`config.mk`:
```
export PLATFORM = sky130hd
export DESIGN_NAME = uof_top
export DESIGN_NICKNAME = d
export VERILOG_FILES = /design/src/uof_pkg.sv /design/src/uof_flag_if.sv /design/src/uof_port_det.sv /design/src/uof_top.sv
export SDC_FILE = /design/constraint.sdc
export NUM_CORES = 1
export LEC_CHECK = 0
export ABC_AREA = 0
export BUFFER_PORTS_ARGS = -buffer_cell sky130_fd_sc_hd__buf_4
export CAP_MARGIN = 10
export CORE_AREA = 2 2 131 133
export DETAILED_ROUTE_END_ITERATION = 8
export DIE_AREA = 0 0 133 135
export PLACE_DENSITY_LB_ADDON = 0.1
export SETUP_SLACK_MARGIN = 0.4
export SKIP_LAST_GASP = 1
export SYNTH_ARGS = -nofsm -noshare
export SYNTH_HDL_FRONTEND = slang
export SYNTH_SLANG_ARGS = --single-unit
```
`constraint.sdc`:
```
create_clock -name aclk -period 2.4 [get_ports aclk]
set_clock_uncertainty 0.15 [all_clocks]
set_input_delay 0 -clock aclk [delete_from_list [all_inputs] [get_ports aclk]]
set_output_delay 0 -clock aclk [all_outputs]
set_load 0.02 [all_outputs]
```
`src/uof_pkg.sv`:
```
// Package for the USB OTG event flag block: register map, flag layout, timing counts.
// Assumes a 50 MHz system clock and an AXI4-Lite register bus with 32-bit data.
package uof_pkg;
   localparam int unsigned UOF_CLK_HZ = 50000000;
   localparam int unsigned UOF_MS_TIME_US = 1000;
   localparam int unsigned UOF_MS_CYCLES = (UOF_CLK_HZ / 1000000) * UOF_MS_TIME_US;
   localparam int unsigned UOF_PORTS = 2;
   localparam int unsigned UOF_ADDR_W = 5;
   localparam logic [UOF_ADDR_W-1:0] UOF_FLAGS1_OFS = 5'h00;
   localparam logic [UOF_ADDR_W-1:0] UOF_FLAGS2_OFS = 5'h04;
   localparam logic [UOF_ADDR_W-1:0] UOF_MASK1_OFS = 5'h08;
   localparam logic [UOF_ADDR_W-1:0] UOF_MASK2_OFS = 5'h0c;
   localparam logic [UOF_ADDR_W-1:0] UOF_LINE1_OFS = 5'h10;
   localparam logic [UOF_ADDR_W-1:0] UOF_LINE2_OFS = 5'h14;
   localparam int unsigned UOF_ID_BIT = 7;
   localparam int unsigned UOF_MS_BIT = 6;
   localparam int unsigned UOF_LSTABLE_BIT = 5;
   localparam int unsigned UOF_ACT_BIT = 4;
   localparam int unsigned UOF_SESVD_BIT = 3;
   localparam int unsigned UOF_SESEND_BIT = 2;
   localparam int unsigned UOF_VBUS_BIT = 0;
   localparam logic [7:0] UOF_IMPL_MASK = 8'hfd;
   localparam logic [7:0] UOF_FLAGS_RESET = 8'h00;
   localparam logic [1:0] UOF_RESP_OKAY = 2'h0;
   localparam logic [1:0] UOF_RESP_SLVERR = 2'h2;
   typedef struct packed {
      logic dplus;
      logic dminus;
      logic id;
      logic vbus_valid;
      logic sess_end;
      logic sess_valid;
      logic wake_enable;
   } uof_pins_type;
endpackage

```
`src/uof_flag_if.sv`:
```
// Interface between the register front end and one port's event flag logic.
// Assumes one clock domain; events are one-cycle pulses.
`timescale 1ns/1ps
interface uof_flag_if;
   import uof_pkg::*;
   logic [7:0] events;
   logic [7:0] clear;
   logic [7:0] flags;
   logic [1:0] line_state;
   modport det (output events, output line_state);
   modport reg_side (input events, input clear, output flags);
   modport bus (input flags, input line_state, output clear);
endinterface

```
`src/uof_port_det.sv`:
```
// Event detector for one USB OTG port: synchronises pins, runs the 1 ms timer
// and the line stability watch, and emits one-cycle event pulses.
// Assumes pins are asynchronous to aclk.
`timescale 1ns/1ps
module uof_port_det
   import uof_pkg::*;
(
   input wire logic aclk,
   input wire logic aresetn,
   input wire uof_pins_type pins,
   uof_flag_if.det fl
);
   uof_pins_type meta;
   uof_pins_type sync;
   uof_pins_type prev;
   logic [31:0] ms_count;
   logic [31:0] stable_count;
   logic [1:0] last_stable;
   logic [1:0] line_now;
   logic [1:0] line_prev;
   logic armed;
   logic ms_tick;
   logic stable_hit;
   logic wake_act;

   always_ff @(posedge aclk) begin
      if (!aresetn) begin
         meta <= '0;
         sync <= '0;
      end else begin
         meta <= pins;
         sync <= meta;
      end
   end

   always_ff @(posedge aclk) begin
      if (!aresetn) begin
         prev <= '0;
         armed <= 1'b0;
      end else begin
         prev <= sync;
         armed <= 1'b1;
      end
   end

   assign line_now = {sync.dplus, sync.dminus};
   assign line_prev = {prev.dplus, prev.dminus};

   always_ff @(posedge aclk) begin
      if (!aresetn) begin
         ms_count <= '0;
      end else if (ms_tick) begin
         ms_count <= '0;
      end else begin
         ms_count <= ms_count + 32'h1;
      end
   end
   assign ms_tick = (ms_count == UOF_MS_CYCLES - 1);

   // Count restarts on any line change; a hit fires once per stable period
   always_ff @(posedge aclk) begin
      if (!aresetn) begin
         stable_count <= '0;
         last_stable <= 2'h0;
      end else if (line_now != line_prev) begin
         stable_count <= '0;
      end else if (stable_count < UOF_MS_CYCLES) begin
         stable_count <= stable_count + 32'h1;
         if (stable_hit) begin
            last_stable <= line_now;
         end
      end
   end
   assign stable_hit = (stable_count == UOF_MS_CYCLES - 1) && (line_now == line_prev);

   // Wake-up activity only counts while the port is parked for wake
   assign wake_act = sync.wake_enable && (line_now != line_prev || sync.id != prev.id
      || sync.vbus_valid != prev.vbus_valid);

   always_comb begin
      fl.events = 8'h00;
      if (armed) begin
         fl.events[UOF_ID_BIT] = sync.id != prev.id;
         fl.events[UOF_ACT_BIT] = wake_act;
         // Rising session end input: VBUS has dropped below the end level
         fl.events[UOF_SESVD_BIT] = sync.sess_end && !prev.sess_end;
         fl.events[UOF_SESEND_BIT] = sync.sess_end != prev.sess_end;
         fl.events[UOF_VBUS_BIT] = sync.sess_valid != prev.sess_valid;
      end
      fl.events[UOF_MS_BIT] = ms_tick;
      fl.events[UOF_LSTABLE_BIT] = stable_hit && (line_now != last_stable);
   end

   assign fl.line_state = last_stable;
endmodule

```
`src/uof_top.sv`:
```
// Top of the USB OTG event flag block: AXI4-Lite slave, two ports of flags,
// mask registers and one level interrupt.
// Assumes AXI4-Lite master behaviour per the published protocol; pins asynchronous.
//
// Register access over AXI4-Lite and the register addresses were decided locally.
`timescale 1ns/1ps
module uof_top
   import uof_pkg::*;
(
   input wire logic aclk,
   input wire logic aresetn,
   input wire logic [UOF_ADDR_W-1:0] s_axi_awaddr,
   input wire logic [2:0] s_axi_awprot,
   input wire logic s_axi_awvalid,
   output logic s_axi_awready,
   input wire logic [31:0] s_axi_wdata,
   input wire logic [3:0] s_axi_wstrb,
   input wire logic s_axi_wvalid,
   output logic s_axi_wready,
   output logic [1:0] s_axi_bresp,
   output logic s_axi_bvalid,
   input wire logic s_axi_bready,
   input wire logic [UOF_ADDR_W-1:0] s_axi_araddr,
   input wire logic [2:0] s_axi_arprot,
   input wire logic s_axi_arvalid,
   output logic s_axi_arready,
   output logic [31:0] s_axi_rdata,
   output logic [1:0] s_axi_rresp,
   output logic s_axi_rvalid,
   input wire logic s_axi_rready,
   input wire uof_pins_type port1_pins,
   input wire uof_pins_type port2_pins,
   output logic irq
);
   uof_flag_if fl1 ();
   uof_flag_if fl2 ();

   logic aw_held;
   logic w_held;
   logic [UOF_ADDR_W-1:0] aw_addr;
   logic [31:0] w_data;
   logic [3:0] w_strb;
   logic wr_go;
   logic [7:0] mask1;
   logic [7:0] mask2;
   logic [7:0] flags1;
   logic [7:0] flags2;
   logic [7:0] next_flags1;
   logic [7:0] next_flags2;
   logic [7:0] clr1;
   logic [7:0] clr2;
   logic rd_ok;
   logic [31:0] rd_word;

   // Only a full-word aligned decode; low two address bits ignored
   function automatic logic [UOF_ADDR_W-1:0] word_addr(input logic [UOF_ADDR_W-1:0] a);
      word_addr = {a[UOF_ADDR_W-1:2], 2'b00};
   endfunction

   // Write-one-to-clear, set beats clear, reserved bits forced to zero
   function automatic logic [7:0] flag_update(input logic [7:0] cur, input logic [7:0] ev,
      input logic [7:0] clr);
      flag_update = ((cur & ~clr) | ev) & UOF_IMPL_MASK;
   endfunction

   uof_port_det u_det1 (
      .aclk(aclk),
      .aresetn(aresetn),
      .pins(port1_pins),
      .fl(fl1.det)
   );

   uof_port_det u_det2 (
      .aclk(aclk),
      .aresetn(aresetn),
      .pins(port2_pins),
      .fl(fl2.det)
   );

   // Write channels taken independently; held until both present
   assign s_axi_awready = !aw_held && !s_axi_bvalid;
   assign s_axi_wready = !w_held && !s_axi_bvalid;

   always_ff @(posedge aclk) begin
      if (!aresetn) begin
         aw_held <= 1'b0;
         aw_addr <= '0;
      end else if (wr_go) begin
         aw_held <= 1'b0;
      end else if (s_axi_awvalid && s_axi_awready) begin
         aw_held <= 1'b1;
         aw_addr <= s_axi_awaddr;
      end
   end

   always_ff @(posedge aclk) begin
      if (!aresetn) begin
         w_held <= 1'b0;
         w_data <= '0;
         w_strb <= '0;
      end else if (wr_go) begin
         w_held <= 1'b0;
      end else if (s_axi_wvalid && s_axi_wready) begin
         w_held <= 1'b1;
         w_data <= s_axi_wdata;
         w_strb <= s_axi_wstrb;
      end
   end

   assign wr_go = aw_held && w_held;

   always_ff @(posedge aclk) begin
      if (!aresetn) begin
         s_axi_bvalid <= 1'b0;
         s_axi_bresp <= UOF_RESP_OKAY;
      end else if (wr_go) begin
         s_axi_bvalid <= 1'b1;
         case (word_addr(aw_addr))
            UOF_FLAGS1_OFS, UOF_FLAGS2_OFS, UOF_MASK1_OFS, UOF_MASK2_OFS,
            UOF_LINE1_OFS, UOF_LINE2_OFS: s_axi_bresp <= UOF_RESP_OKAY;
            default: s_axi_bresp <= UOF_RESP_SLVERR;
         endcase
      end else if (s_axi_bready) begin
         s_axi_bvalid <= 1'b0;
      end
   end

   // Only byte lane 0 carries flag and mask bits
   always_comb begin
      clr1 = 8'h00;
      clr2 = 8'h00;
      if (wr_go && w_strb[0]) begin
         if (word_addr(aw_addr) == UOF_FLAGS1_OFS) begin
            clr1 = w_data[7:0];
         end
         if (word_addr(aw_addr) == UOF_FLAGS2_OFS) begin
            clr2 = w_data[7:0];
         end
      end
   end

   assign fl1.clear = clr1;
   assign fl2.clear = clr2;
   assign next_flags1 = flag_update(flags1, fl1.events, fl1.clear);
   assign next_flags2 = flag_update(flags2, fl2.events, fl2.clear);

   // Two independent copies, one per port
   always_ff @(posedge aclk) begin
      if (!aresetn) begin
         flags1 <= UOF_FLAGS_RESET;
         flags2 <= UOF_FLAGS_RESET;
      end else begin
         flags1 <= next_flags1;
         flags2 <= next_flags2;
      end
   end

   assign fl1.flags = flags1;
   assign fl2.flags = flags2;

   always_ff @(posedge aclk) begin
      if (!aresetn) begin
         mask1 <= 8'h00;
         mask2 <= 8'h00;
      end else if (wr_go && w_strb[0]) begin
         if (word_addr(aw_addr) == UOF_MASK1_OFS) begin
            mask1 <= w_data[7:0] & UOF_IMPL_MASK;
         end
         if (word_addr(aw_addr) == UOF_MASK2_OFS) begin
            mask2 <= w_data[7:0] & UOF_IMPL_MASK;
         end
      end
   end

   always_ff @(posedge aclk) begin
      if (!aresetn) begin
         irq <= 1'b0;
      end else begin
         irq <= |(next_flags1 & mask1) || |(next_flags2 & mask2);
      end
   end

   // Read path: one read in flight, answer one cycle after address taken
   assign s_axi_arready = !s_axi_rvalid;

   always_comb begin
      rd_ok = 1'b1;
      rd_word = 32'h0000_0000;
      case (word_addr(s_axi_araddr))
         UOF_FLAGS1_OFS: rd_word = {24'h000000, fl1.flags & UOF_IMPL_MASK};
         UOF_FLAGS2_OFS: rd_word = {24'h000000, fl2.flags & UOF_IMPL_MASK};
         UOF_MASK1_OFS: rd_word = {24'h000000, mask1};
         UOF_MASK2_OFS: rd_word = {24'h000000, mask2};
         UOF_LINE1_OFS: rd_word = {30'h0, fl1.line_state};
         UOF_LINE2_OFS: rd_word = {30'h0, fl2.line_state};
         default: rd_ok = 1'b0;
      endcase
   end

   always_ff @(posedge aclk) begin
      if (!aresetn) begin
         s_axi_rvalid <= 1'b0;
         s_axi_rdata <= 32'h0000_0000;
         s_axi_rresp <= UOF_RESP_OKAY;
      end else if (s_axi_arvalid && s_axi_arready) begin
         s_axi_rvalid <= 1'b1;
         s_axi_rdata <= rd_word;
         s_axi_rresp <= rd_ok ? UOF_RESP_OKAY : UOF_RESP_SLVERR;
      end else if (s_axi_rready) begin
         s_axi_rvalid <= 1'b0;
      end
   end
endmodule

```
; After elaboration in Yosys (flattened, before gate mapping)
; Index checks and enable logic that the tools add are counted.
; Widths: inputs -> output; s select.
[totals]
word_cells = 174
regBits = 258
inputBits = 73
output_inout_bits = 42
[op_classes]
bitwise = 12
n_mux = 19
magnitude_cmp = 2
eq_ne = 28
add_sub_neg = 4
reduce_logical = 45
[ops]
columns = operator, count
row1 = $add 32x1->32 const B, 4
row2 = $eq 32x16->1 const B, 4
row3 = $lt 32x16->1 const B, 2
row4 = $pmux 8 s6, 1
row5 = $and 8x8->8, 4
row6 = $mux 8, 4
row7 = $not 8->8, 2
row8 = $or 8x8->8, 2
row9 = $reduce_or 8->1, 2
row10 = $logic_and 1x1->1, 15
row11 = $eq 3x2->1 const B, 4
row12 = $eq 3x3->1 const B, 4
row13 = $reduce_or 6->1, 2
row14 = $mux 1, 10
row15 = $reduce_or 2->1, 5
row16 = $ne 1x1->1, 8
row17 = $ne 2x2->1, 4
row18 = $reduce_and 2->1, 4
row19 = $eq 3x1->1 const B, 2
row20 = $logic_not 1->1, 6
row21 = $logic_not 3->1, 2
row22 = $mux 3, 2
row23 = $reduce_and 3->1, 2
row24 = $logic_or 1x1->1, 5
row25 = 4 further kinds, 10

; Depth between registers and ports, before layout
; Gate-level depths: netlist (run 1).
[depth]
depth_word = 9
mapped_depth = 8
depth_no_buf = 7

; Hierarchy
; A second synthesis (run 1) with hierarchy kept.
[hier_totals]
hier_cells = 1033
hier_area_um2 = 9690.5
[by_module_without_submodules]
columns = mod, cells_each, seq_area_each_um2, area_per_inst_um2, n_inst
row1 = uof_port_det, 377, 1741.7, 3502.1, 2
row2 = uof_top, 279, 1081.0, 2686.3, 1

; Least setup slack after synthesis (run 1)
; OpenSTA, ideal clock, no wires.
[synth_path]
kind = register to register
startpoint = register w_held
endpoint = register irq
required_time_ns = 2.107
path_slack_ns = 0.461
path_stages_with_launch = 7
t_arrival_ns = 1.646
setup_ns = 0.143
n_path_buf = 0
synth_period_minus_slack_ns = 1.939
cell_sequence = dfxtp_1 > nand4b_1 > nor3_2 > nand2_1 > a22o_1 > a2111oi_2 > a41oi_1
[synth_between]
elab_chain_len = 9
elab_cells_between_ends = 15
classes_between = mux: 2 / bitwise: 8 / reduce/logical: 5
[synth_lines]
columns = item, line
row1 = start: declaration, uof_top.sv:39  ; logic w_held;
row2 = start signal: assignment, uof_top.sv:98  ; w_held <= 1'b0;
row3 = start signal: assignment, uof_top.sv:102  ; w_held <= 1'b0;
row4 = start signal: assignment, uof_top.sv:104  ; w_held <= 1'b1;
row5 = $logic_and 1x1->1 (*), uof_top.sv:110  ; assign wr_go = aw_held && w_held;
row6 = $logic_and 1x1->1 (*), uof_top.sv:132  ; if (wr_go && w_strb[0]) begin
row7 = $mux 8, uof_top.sv:132
row8 = $not 8->8, uof_top.sv:63  ; flag_update = ((cur & ~clr) | ev) & UOF_IMPL_MASK;
row9 = $and 8x8->8, uof_top.sv:63
row10 = $or 8x8->8, uof_top.sv:63
row11 = $and 8x8->8, uof_top.sv:179  ; irq <= |(next_flags1 & mask1) || |(next_flags2 & mask2);
row12 = $reduce_or 8->1, uof_top.sv:179
row13 = $logic_or 1x1->1 (*), uof_top.sv:179
row14 = end signal: assignment, uof_top.sv:179
row15 = end: declaration, uof_top.sv:33  ; output logic irq
; Every way passes the cells marked *; elsewhere a longest branch is shown, timed or not.
; A chain may end at the register's enable or synchronous reset.

; Worst setup path in the final report (run 1)
[layout_path]
startpoint = register aw_addr[4]
endpoint = register irq
[layout_between]
elab_chain_len = 9
elab_cells_between_ends = 17
classes_between = eq/ne: 1 / mux: 4 / bitwise: 8 / reduce/logical: 4
[layout_lines]
columns = item, line
row1 = start: declaration, uof_top.sv:40  ; logic [UOF_ADDR_W-1:0] aw_addr;
row2 = start signal: assignment, uof_top.sv:92  ; aw_addr <= s_axi_awaddr;
row3 = $eq 3x1->1 or $logic_not 3->1 (tied branches), "uof_top.sv:136, uof_top.sv:133"
row4 = $mux 8 (on tied branches), "uof_top.sv:136, uof_top.sv:133"
row5 = $mux 8, uof_top.sv:132
row6 = $not 8->8, uof_top.sv:63
row7 = $and 8x8->8, uof_top.sv:63
row8 = $or 8x8->8, uof_top.sv:63
row9 = $and 8x8->8, uof_top.sv:179
row10 = $reduce_or 8->1, uof_top.sv:179
row11 = $logic_or 1x1->1 (*), uof_top.sv:179
; Marked as above.

==> metrics.txt, run 1 <==
number of antenna violations at the first check in global routing 0; worst reg2reg endpoint irq$_SDFF_PN0_; number of vias per cell 5.314; reg-to-reg setup timing slack 0.34 ns; CP max-delay cell sky130_fd_sc_hd__a222oi_1; FFs w/ async S/R, synth 0; hold path endpoint s_axi_bvalid$_SDFFE_PN0P_; highest-count cells in the layout ignoring fill and taps sky130_fd_sc_hd__dfxtp_1 (209), sky130_fd_sc_hd__nor2_1 (140), sky130_fd_sc_hd__buf_4 (87), sky130_fd_sc_hd__and2_1 (81), sky130_fd_sc_hd__nand2_1 (78); number of hold violations in the final report 0; portion of the post-synthesis area used by sequential elements 0.4823; run status complete, no violations; final antenna diode count 0; buffers from clock root to sink, at most 3; count of pins over their slew limit 0; post-route ant nets 0; boundary pin count 115; reg2reg path depth 6; most used flip-flop cell after synthesis sky130_fd_sc_hd__dfxtp_1; highest metal layer with signal wires met4; wire length on met3 829 µm; DRC violation total after the first TritonRoute iteration 452; pin count of the biggest net entering global routing 55; post-route fraction of the period consumed by the critical path 0.8563; number of core rows 47; Hold Path Cell Cnt 4; largest cells by area after synthesis sky130_fd_sc_hd__dfxtp_1 (48%), sky130_fd_sc_hd__nor2_1 (5.7%), sky130_fd_sc_hd__xnor2_1 (5.6%); share of Yosys cell area claimed by the top area cell type 0.4823; worst-case hold slack 0.1488 ns; layout-stage area growth over the synthesis result 28.05%; via count 7,461; crit path capture type register; number of buffer cells added on primary ports 50; H-Tree Depth 1; Sinks on Clock Net 227; type of origin of the critical path register; Starting Density 0.5742; met2 wire length 9423 µm; Netlist cell types 57; Slew @ Worst Pin 0.5712 ns; Pwr Density 688.9 mW/mm²; slowest cell delay on critical path 0.44 ns; first-pass GRT wire length 33,590 µm; dominant cell type by area after synthesis sky130_fd_sc_hd__dfxtp_1; class of the most critical setup path reg -> reg; post-detailed-placement half-perimeter wirelength 12,800 µm; highest clock frequency the design can meet 0.4866 GHz; source-to-sink clock delay at the later pin of the worst-skew pair 0.51 ns; setup TNS after final layout 0 ns; post-synthesis area per instance 9.165 µm²; global route overflow 0; height of the die 135 µm; core region area 0.01641 mm²; Yosys Warn Count 0; max cap viols 0; worst max-slew margin expressed relative to the limit 0.6192; cell chain of the critical path and4b_2 -> and3_4 -> nand2_1 -> a22o_1 -> a222oi_1 -> a41oi_1; final RePlAce weighted congestion 0.8216; critical hold path startpoint s_axi_bready; class of the tightest hold or removal check in -> reg; required time reported for the critical path endpoint 2.61 ns; crit path max fanout 5; number of global-route vias before repair 7,108; number of inserted filler cells in the final layout 1,224; fin crit period 2.055 ns; clock buffers created by TritonCTS 24; Overall Global Routing Usage 0.2230; Post-synth EDFFs 0; number of iterations in the first detailed-routing pass 5; clk root buf sky130_fd_sc_hd__clkbuf_16; Setup WS pre-CTS 0.1890 ns; met1 wire length 9573 µm; total cell area at the placement stage 0.01003 mm²; fin nets 1,245; setup ws final 0.3449 ns; leakage power figure 4.646 nW; die width 133 µm; most frequent standard cell in the layout excluding fill and tap cells sky130_fd_sc_hd__dfxtp_1; Critical R2R Launch aw_addr[4]$_SDFFE_PN0P_; overall die area 0.01796 mm²; gate count after technology mapping 1,028; Clock transition at path regs 0.06 ns; Max rail drop VDD 0.6438 mV; post-detailed-route wirelength per cell 14.45 µm; arrival time worst endpoint 2.26 ns; RSZ-0062 raised after global routing yes; Finish-stage setup viols 0; CTS tree built; final wirelength 20,290 µm; layout cell share with drive strength beyond 1 0.1900; number of register bits inferred by synthesis 227; Design Area, Final 0.01206 mm²; post-synthesis instance area 0.009422 mm²; DRC violation count after routing 0
==> worst max-delay path by stage <==
stage                                                      end                                 start
after global placement     u_det2.stable_count[9]$_SDFFE_PP0N_  u_det2.stable_count[31]$_SDFFE_PP0N_
final                                           irq$_SDFF_PN0_               aw_addr[4]$_SDFFE_PN0P_
after global routing                            irq$_SDFF_PN0_                  aw_held$_SDFFE_PP0P_
after detailed placement   u_det2.stable_count[9]$_SDFFE_PP0N_  u_det2.stable_count[26]$_SDFFE_PP0N_
after CTS                 u_det1.stable_count[12]$_SDFFE_PP0N_  u_det1.stable_count[16]$_SDFFE_PP0N_
after floorplan                                 irq$_SDFF_PN0_                   w_held$_SDFFE_PP0P_
==> worst max-delay path: cells and delay by family (launching register included) <==
family          cells  cell delay (ns)
compound gates      3             0.81
simple gates        3             0.62
flops               1             0.33
==> metal layers <==
layer / track usage / up-vias
li1: - / 3758
met1: 0.3068 / 3509
met2: 0.3713 / 154
met3: 0.03153 / 40
met4: 0.05854 / 0
met5: 0 / -
==> area by class of cell <==
class                      count  area, µm²  share of cell area
clock buffer                  34      729.5             0.06046
clock inverter                10      133.9             0.01110
inverter                      25      93.84            0.007778
multi-input combinational    738       4956              0.4108
sequential                   227       4572              0.3790
tap                          220      275.3             0.02282
timing repair buffer         150       1304              0.1081
==> synth_stat cells (all sizes together) (2+ instances only) <==
| master | instances |
|---|---|
| a31oi | 6 |
| o21ai | 9 |
| a22o | 5 |
| and3 | 14 |
| nand4 | 33 |
| nor3 | 28 |
| o21bai | 2 |
| a2111oi | 2 |
| a32o | 2 |
| xnor2 | 60 |
| a211oi | 2 |
| a31o | 2 |
| a41oi | 2 |
| nor2 | 142 |
| and4 | 8 |
| or3 | 7 |
| and4b | 2 |
| xor2 | 31 |
| nand3b | 3 |
| nand2b | 7 |
| a41o | 2 |
| nand2 | 84 |
| mux4 | 6 |
| nor4b | 6 |
| buf | 34 |
| clkbuf | 29 |
| inv | 25 |
| o21a | 4 |
| nand3 | 29 |
| o22ai | 2 |
| a22oi | 12 |
| a21oi | 33 |
| ha | 6 |
| mux2i | 26 |
| nor4 | 41 |
| and2 | 82 |
| a21boi | 2 |
| dfxtp | 227 |
==> cell families (layout without fill, tap and decap cells) <==
kind of cell | count (synthesis) | count (layout) | synth area share
multiplexers | 32 | 32 | 0.04197
AO/OA/AOI/OAI | 93 | 93 | 0.06614
buffers and inverters | 88 | 219 | 0.04568
other | 1 | 26 | 0.0003980
XOR/XNOR | 91 | 91 | 0.08459
AND/OR/NAND/NOR | 490 | 490 | 0.2709
flip-flops | 227 | 227 | 0.4823
adder cells (fa/ha/maj) | 6 | 6 | 0.007968
==> what timing repair did <==
action	CTS	global route
hold buffers	61	0
resized for setup	34	60
endpoints found under the setup margin	35	101
pin swaps	10	16
setup buffers	5	11
hold endpoints to repair	77	0
==> state kept, by name (all words and copies together), names as in the netlist, 7 cells and up <==
name                 flops
u_det1.meta              7
mask2                    7
mask1                    7
u_det2.meta              7
u_det2.stable_count     32
fl2.flags                7
u_det2.ms_count         32
u_det1.ms_count         32
u_det1.stable_count     32
s_axi_rdata              8
fl1.flags                7
w_data                   7
==> report_power, final <==
| part | internal, mW | switching, mW |
|---|---|---|
| registers | 3.84 | 0.0696 |
| logic | 0.224 | 0.258 |
| clock network | 2.44 | 1.48 |
==> stage by stage <==
step | instances | power, mW | util
finish | 1404 | 8.311 | 0.7353
global route | 1404 | 8.569 | 0.7353
CTS | 1393 | 8.358 | 0.7133
detailed placement | 1283 | 4.362 | 0.6115
global placement | 1283 | 4.355 | 0.6115
floorplan | 1053 | 4.249 | -
Note: power is estimated with default switching activity, not from simulation.
==> run 2, diff against run 1 <==
- CELL_PAD_IN_SITES_DETAIL_PLACEMENT: default -> 1
- CELL_PAD_IN_SITES_GLOBAL_PLACEMENT: default -> 1
- CORE_AREA: 2 2 131 133 -> 2 2 150 152
- DIE_AREA: 0 0 133 135 -> 0 0 152 154
==> run 2 against run 1 <==
Against the previous run:
- sequential share of layout area decreased by 0.48 points
- die area increased by 30%
- worst setup slack worse by 0.024 ns
- maximum frequency fell by 1.2%
- power fell by 3.3%
- core utilization decreased by 17 points
- wire length increased by 17%
- first-iteration DRC count shrank 43%
- cell count grew 5.5%
- global-route usage decreased by 2.5 points
- hold slack better by 0.0061 ns
- critical endpoint unchanged
- clock-buffer cell count stayed put
==> metrics.txt, run 2 (synthesis results as in run 1) <==
Finish-stage setup viols 0 (unchanged); Sinks on Clock Net 227 (unchanged); worst reg2reg endpoint irq$_SDFF_PN0_ (unchanged); crit path max fanout 6 (was 5); Finished Layout Cells 1,481 (was 1,404); boundary pin count 115 (unchanged); Max rail drop VDD 0.4404 mV (was 0.6438 mV); count of pins over their slew limit 0 (unchanged); Pwr Density 656.2 mW/mm² (was 688.9 mW/mm²); most frequent standard cell in the layout excluding fill and tap cells sky130_fd_sc_hd__dfxtp_1 (unchanged); reg2reg path depth 6 (unchanged); fin crit period 2.080 ns (was 2.055 ns); highest-count cells in the layout ignoring fill and taps sky130_fd_sc_hd__dfxtp_1 (207), sky130_fd_sc_hd__nor2_1 (139), sky130_fd_sc_hd__buf_4 (104), sky130_fd_sc_hd__and2_1 (80), sky130_fd_sc_hd__nand2_1 (79) (was sky130_fd_sc_hd__dfxtp_1 (209), sky130_fd_sc_hd__nor2_1 (140), sky130_fd_sc_hd__buf_4 (87), sky130_fd_sc_hd__and2_1 (81), sky130_fd_sc_hd__nand2_1 (78)); required time reported for the critical path endpoint 2.61 ns (about the same); post-detailed-route wirelength per cell 15.98 µm (was 14.45 µm); Starting Density 0.4344 (was 0.5742); reg-to-reg setup timing slack 0.32 ns (was 0.34 ns); number of vias per cell 5.184 (was 5.314); pin count of the biggest net entering global routing 55 (unchanged); core region area 0.02169 mm² (was 0.01641 mm²); number of buffer cells added on primary ports 50 (unchanged); arrival time worst endpoint 2.29 ns (was 2.26 ns); H-Tree Depth 1 (unchanged); worst max-slew margin expressed relative to the limit 0.6030 (was 0.6192); fraction of the core area covered by cells at the end of the flow 0.5649 (was 0.7353); Total Power Consumption 8.040 mW (was 8.311 mW); post-route ant nets 0 (unchanged); final RePlAce weighted congestion 0.7799 (was 0.8216); source-to-sink clock delay at the later pin of the worst-skew pair 0.52 ns (was 0.51 ns); sequential share of power 0.485 (was 0.471); highest clock frequency the design can meet 0.4809 GHz (was 0.4866 GHz); number of iterations in the first detailed-routing pass 4 (was 5); Slew @ Worst Pin 0.5955 ns (was 0.5712 ns); final antenna diode count 0 (unchanged); Overall Global Routing Usage 0.1984 (was 0.2230); Hold Path Cell Cnt 3 (was 4); Critical R2R Launch aw_addr[4]$_SDFFE_PN0P_ (unchanged); DRC violation count after routing 0 (unchanged); fin nets 1,266 (was 1,245); # placed instances 1,352 (was 1,283); CTS tree built (unchanged); number of global-route vias before repair 7,855 (was 7,108); RSZ-0062 raised after global routing yes (unchanged); layout cell share with drive strength beyond 1 0.2040 (was 0.1900); combinational share of power 0.065 (was 0.058); layout-stage area growth over the synthesis result 30.04% (was 28.05%); number of core rows 54 (was 47); number of antenna violations at the first check in global routing 0 (unchanged); height of the die 154 µm (was 135 µm); first-pass GRT wire length 39,440 µm (was 33,590 µm); overall die area 0.02341 mm² (was 0.01796 mm²); Clock transition at path regs 0.06 ns (about the same); clock buffers created by TritonCTS 25 (was 24); number of hold violations in the final report 0 (unchanged); final wirelength 23,670 µm (was 20,290 µm); max cap viols 0 (unchanged); hold path endpoint u_det2.line_now[1]$_SDFF_PN0_ (was s_axi_bvalid$_SDFFE_PN0P_); leakage power figure 4.752 nW (was 4.646 nW); DRC violation total after the first TritonRoute iteration 257 (was 452); switching part of the total 0.2275 (was 0.2175); share of power burned in the clock network 0.450 (was 0.471); critical hold path startpoint aresetn (was s_axi_bready); crit path capture type register (unchanged); global route overflow 0 (unchanged); net switching power 1.829 mW (was 1.807 mW); post-detailed-placement half-perimeter wirelength 14,890 µm (was 12,800 µm); Int Pwr 6.211 mW (was 6.503 mW); die width 152 µm (was 133 µm); class of the tightest hold or removal check in -> reg (unchanged); run status complete, no violations (unchanged); class of the most critical setup path reg -> reg (unchanged); buffers from clock root to sink, at most 3 (unchanged); setup TNS after final layout 0 ns (unchanged); type of origin of the critical path register (unchanged); via count 7,677 (was 7,461); post-route fraction of the period consumed by the critical path 0.8665 (was 0.8563); clk root buf sky130_fd_sc_hd__clkbuf_16 (unchanged)
[run 2: power groups by stage]
stage	sequential [mW]	clock (mW)	combinational [mW]
2_1_floorplan	3.97	0	0.281
3_3_place_gp	3.98	0	0.397
3_5_place_dp	3.98	0	0.404
4_1_cts	3.90	3.72	0.505
5_1_grt	3.91	3.88	0.578
6_report	3.90	3.61	0.523
[run 2: worst max-delay path by stage]
stage	startpoint	to	slack, ns	cells after the start
after floorplan	w_held$_SDFFE_PP0P_	irq$_SDFF_PN0_	0.46	6
after global placement	aw_addr[4]$_SDFFE_PN0P_	irq$_SDFF_PN0_	0.22	6
after detailed placement	aw_addr[4]$_SDFFE_PN0P_	irq$_SDFF_PN0_	0.20	6
after CTS	aw_addr[4]$_SDFFE_PN0P_	irq$_SDFF_PN0_	0.25	6
after global routing	aw_addr[4]$_SDFFE_PN0P_	irq$_SDFF_PN0_	0.22	6
final	aw_addr[4]$_SDFFE_PN0P_	irq$_SDFF_PN0_	0.32	6
[run 2: per-layer routing]
metal,GRT usage,share of wire,vias up
li1,-,-,3795
met3,0.02678,0.028,34
met5,0,0,-
met1,0.2524,0.45,3756
met4,0.04450,0.019,0
met2,0.3582,0.50,92
[run 2: critical path: stages, from the launching register on]
cell	delay, ns
sky130_fd_sc_hd__dfxtp_2	0.33
sky130_fd_sc_hd__and4b_1	0.30
sky130_fd_sc_hd__and3_4	0.25
sky130_fd_sc_hd__nand2_1	0.07
sky130_fd_sc_hd__a22o_1	0.19
sky130_fd_sc_hd__a222oi_1	0.47
sky130_fd_sc_hd__a41oi_1	0.17
[run 2: per-stage QoR]
step	worst slack (ns)	area (µm²)	hold WS (ns)
floorplan	0.4614	9515	-0.1223
global placement	0.2151	10170	0.03866
detailed placement	0.2042	10170	0.04632
CTS	0.2529	11810	0.1439
global route	0.2226	12250	0.1756
finish	0.3204	12250	0.1549
[run 2: repair_timing]
item / 4_1_cts / 5_1_grt
hold buffers: 61 / 0
pin swaps: 15 / 16
endpoints found under the hold margin: 84 / 0
endpoints found under the setup margin: 65 / 94
gates resized for setup: 34 / 72
buffers inserted: 9 / 16
cloned: 1 / 1
[run 2: layout make-up]
class / count / area [µm²]
Clock inverter: 7 / 62.56
Fill cell: 2425 / 9437
Multi-Input combinational cell: 738 / 4961
Sequential cell: 227 / 4584
Tap cell: 280 / 350.3
Clock buffer: 34 / 699.4
Timing Repair Buffer: 170 / 1500
Inverter: 25 / 93.84
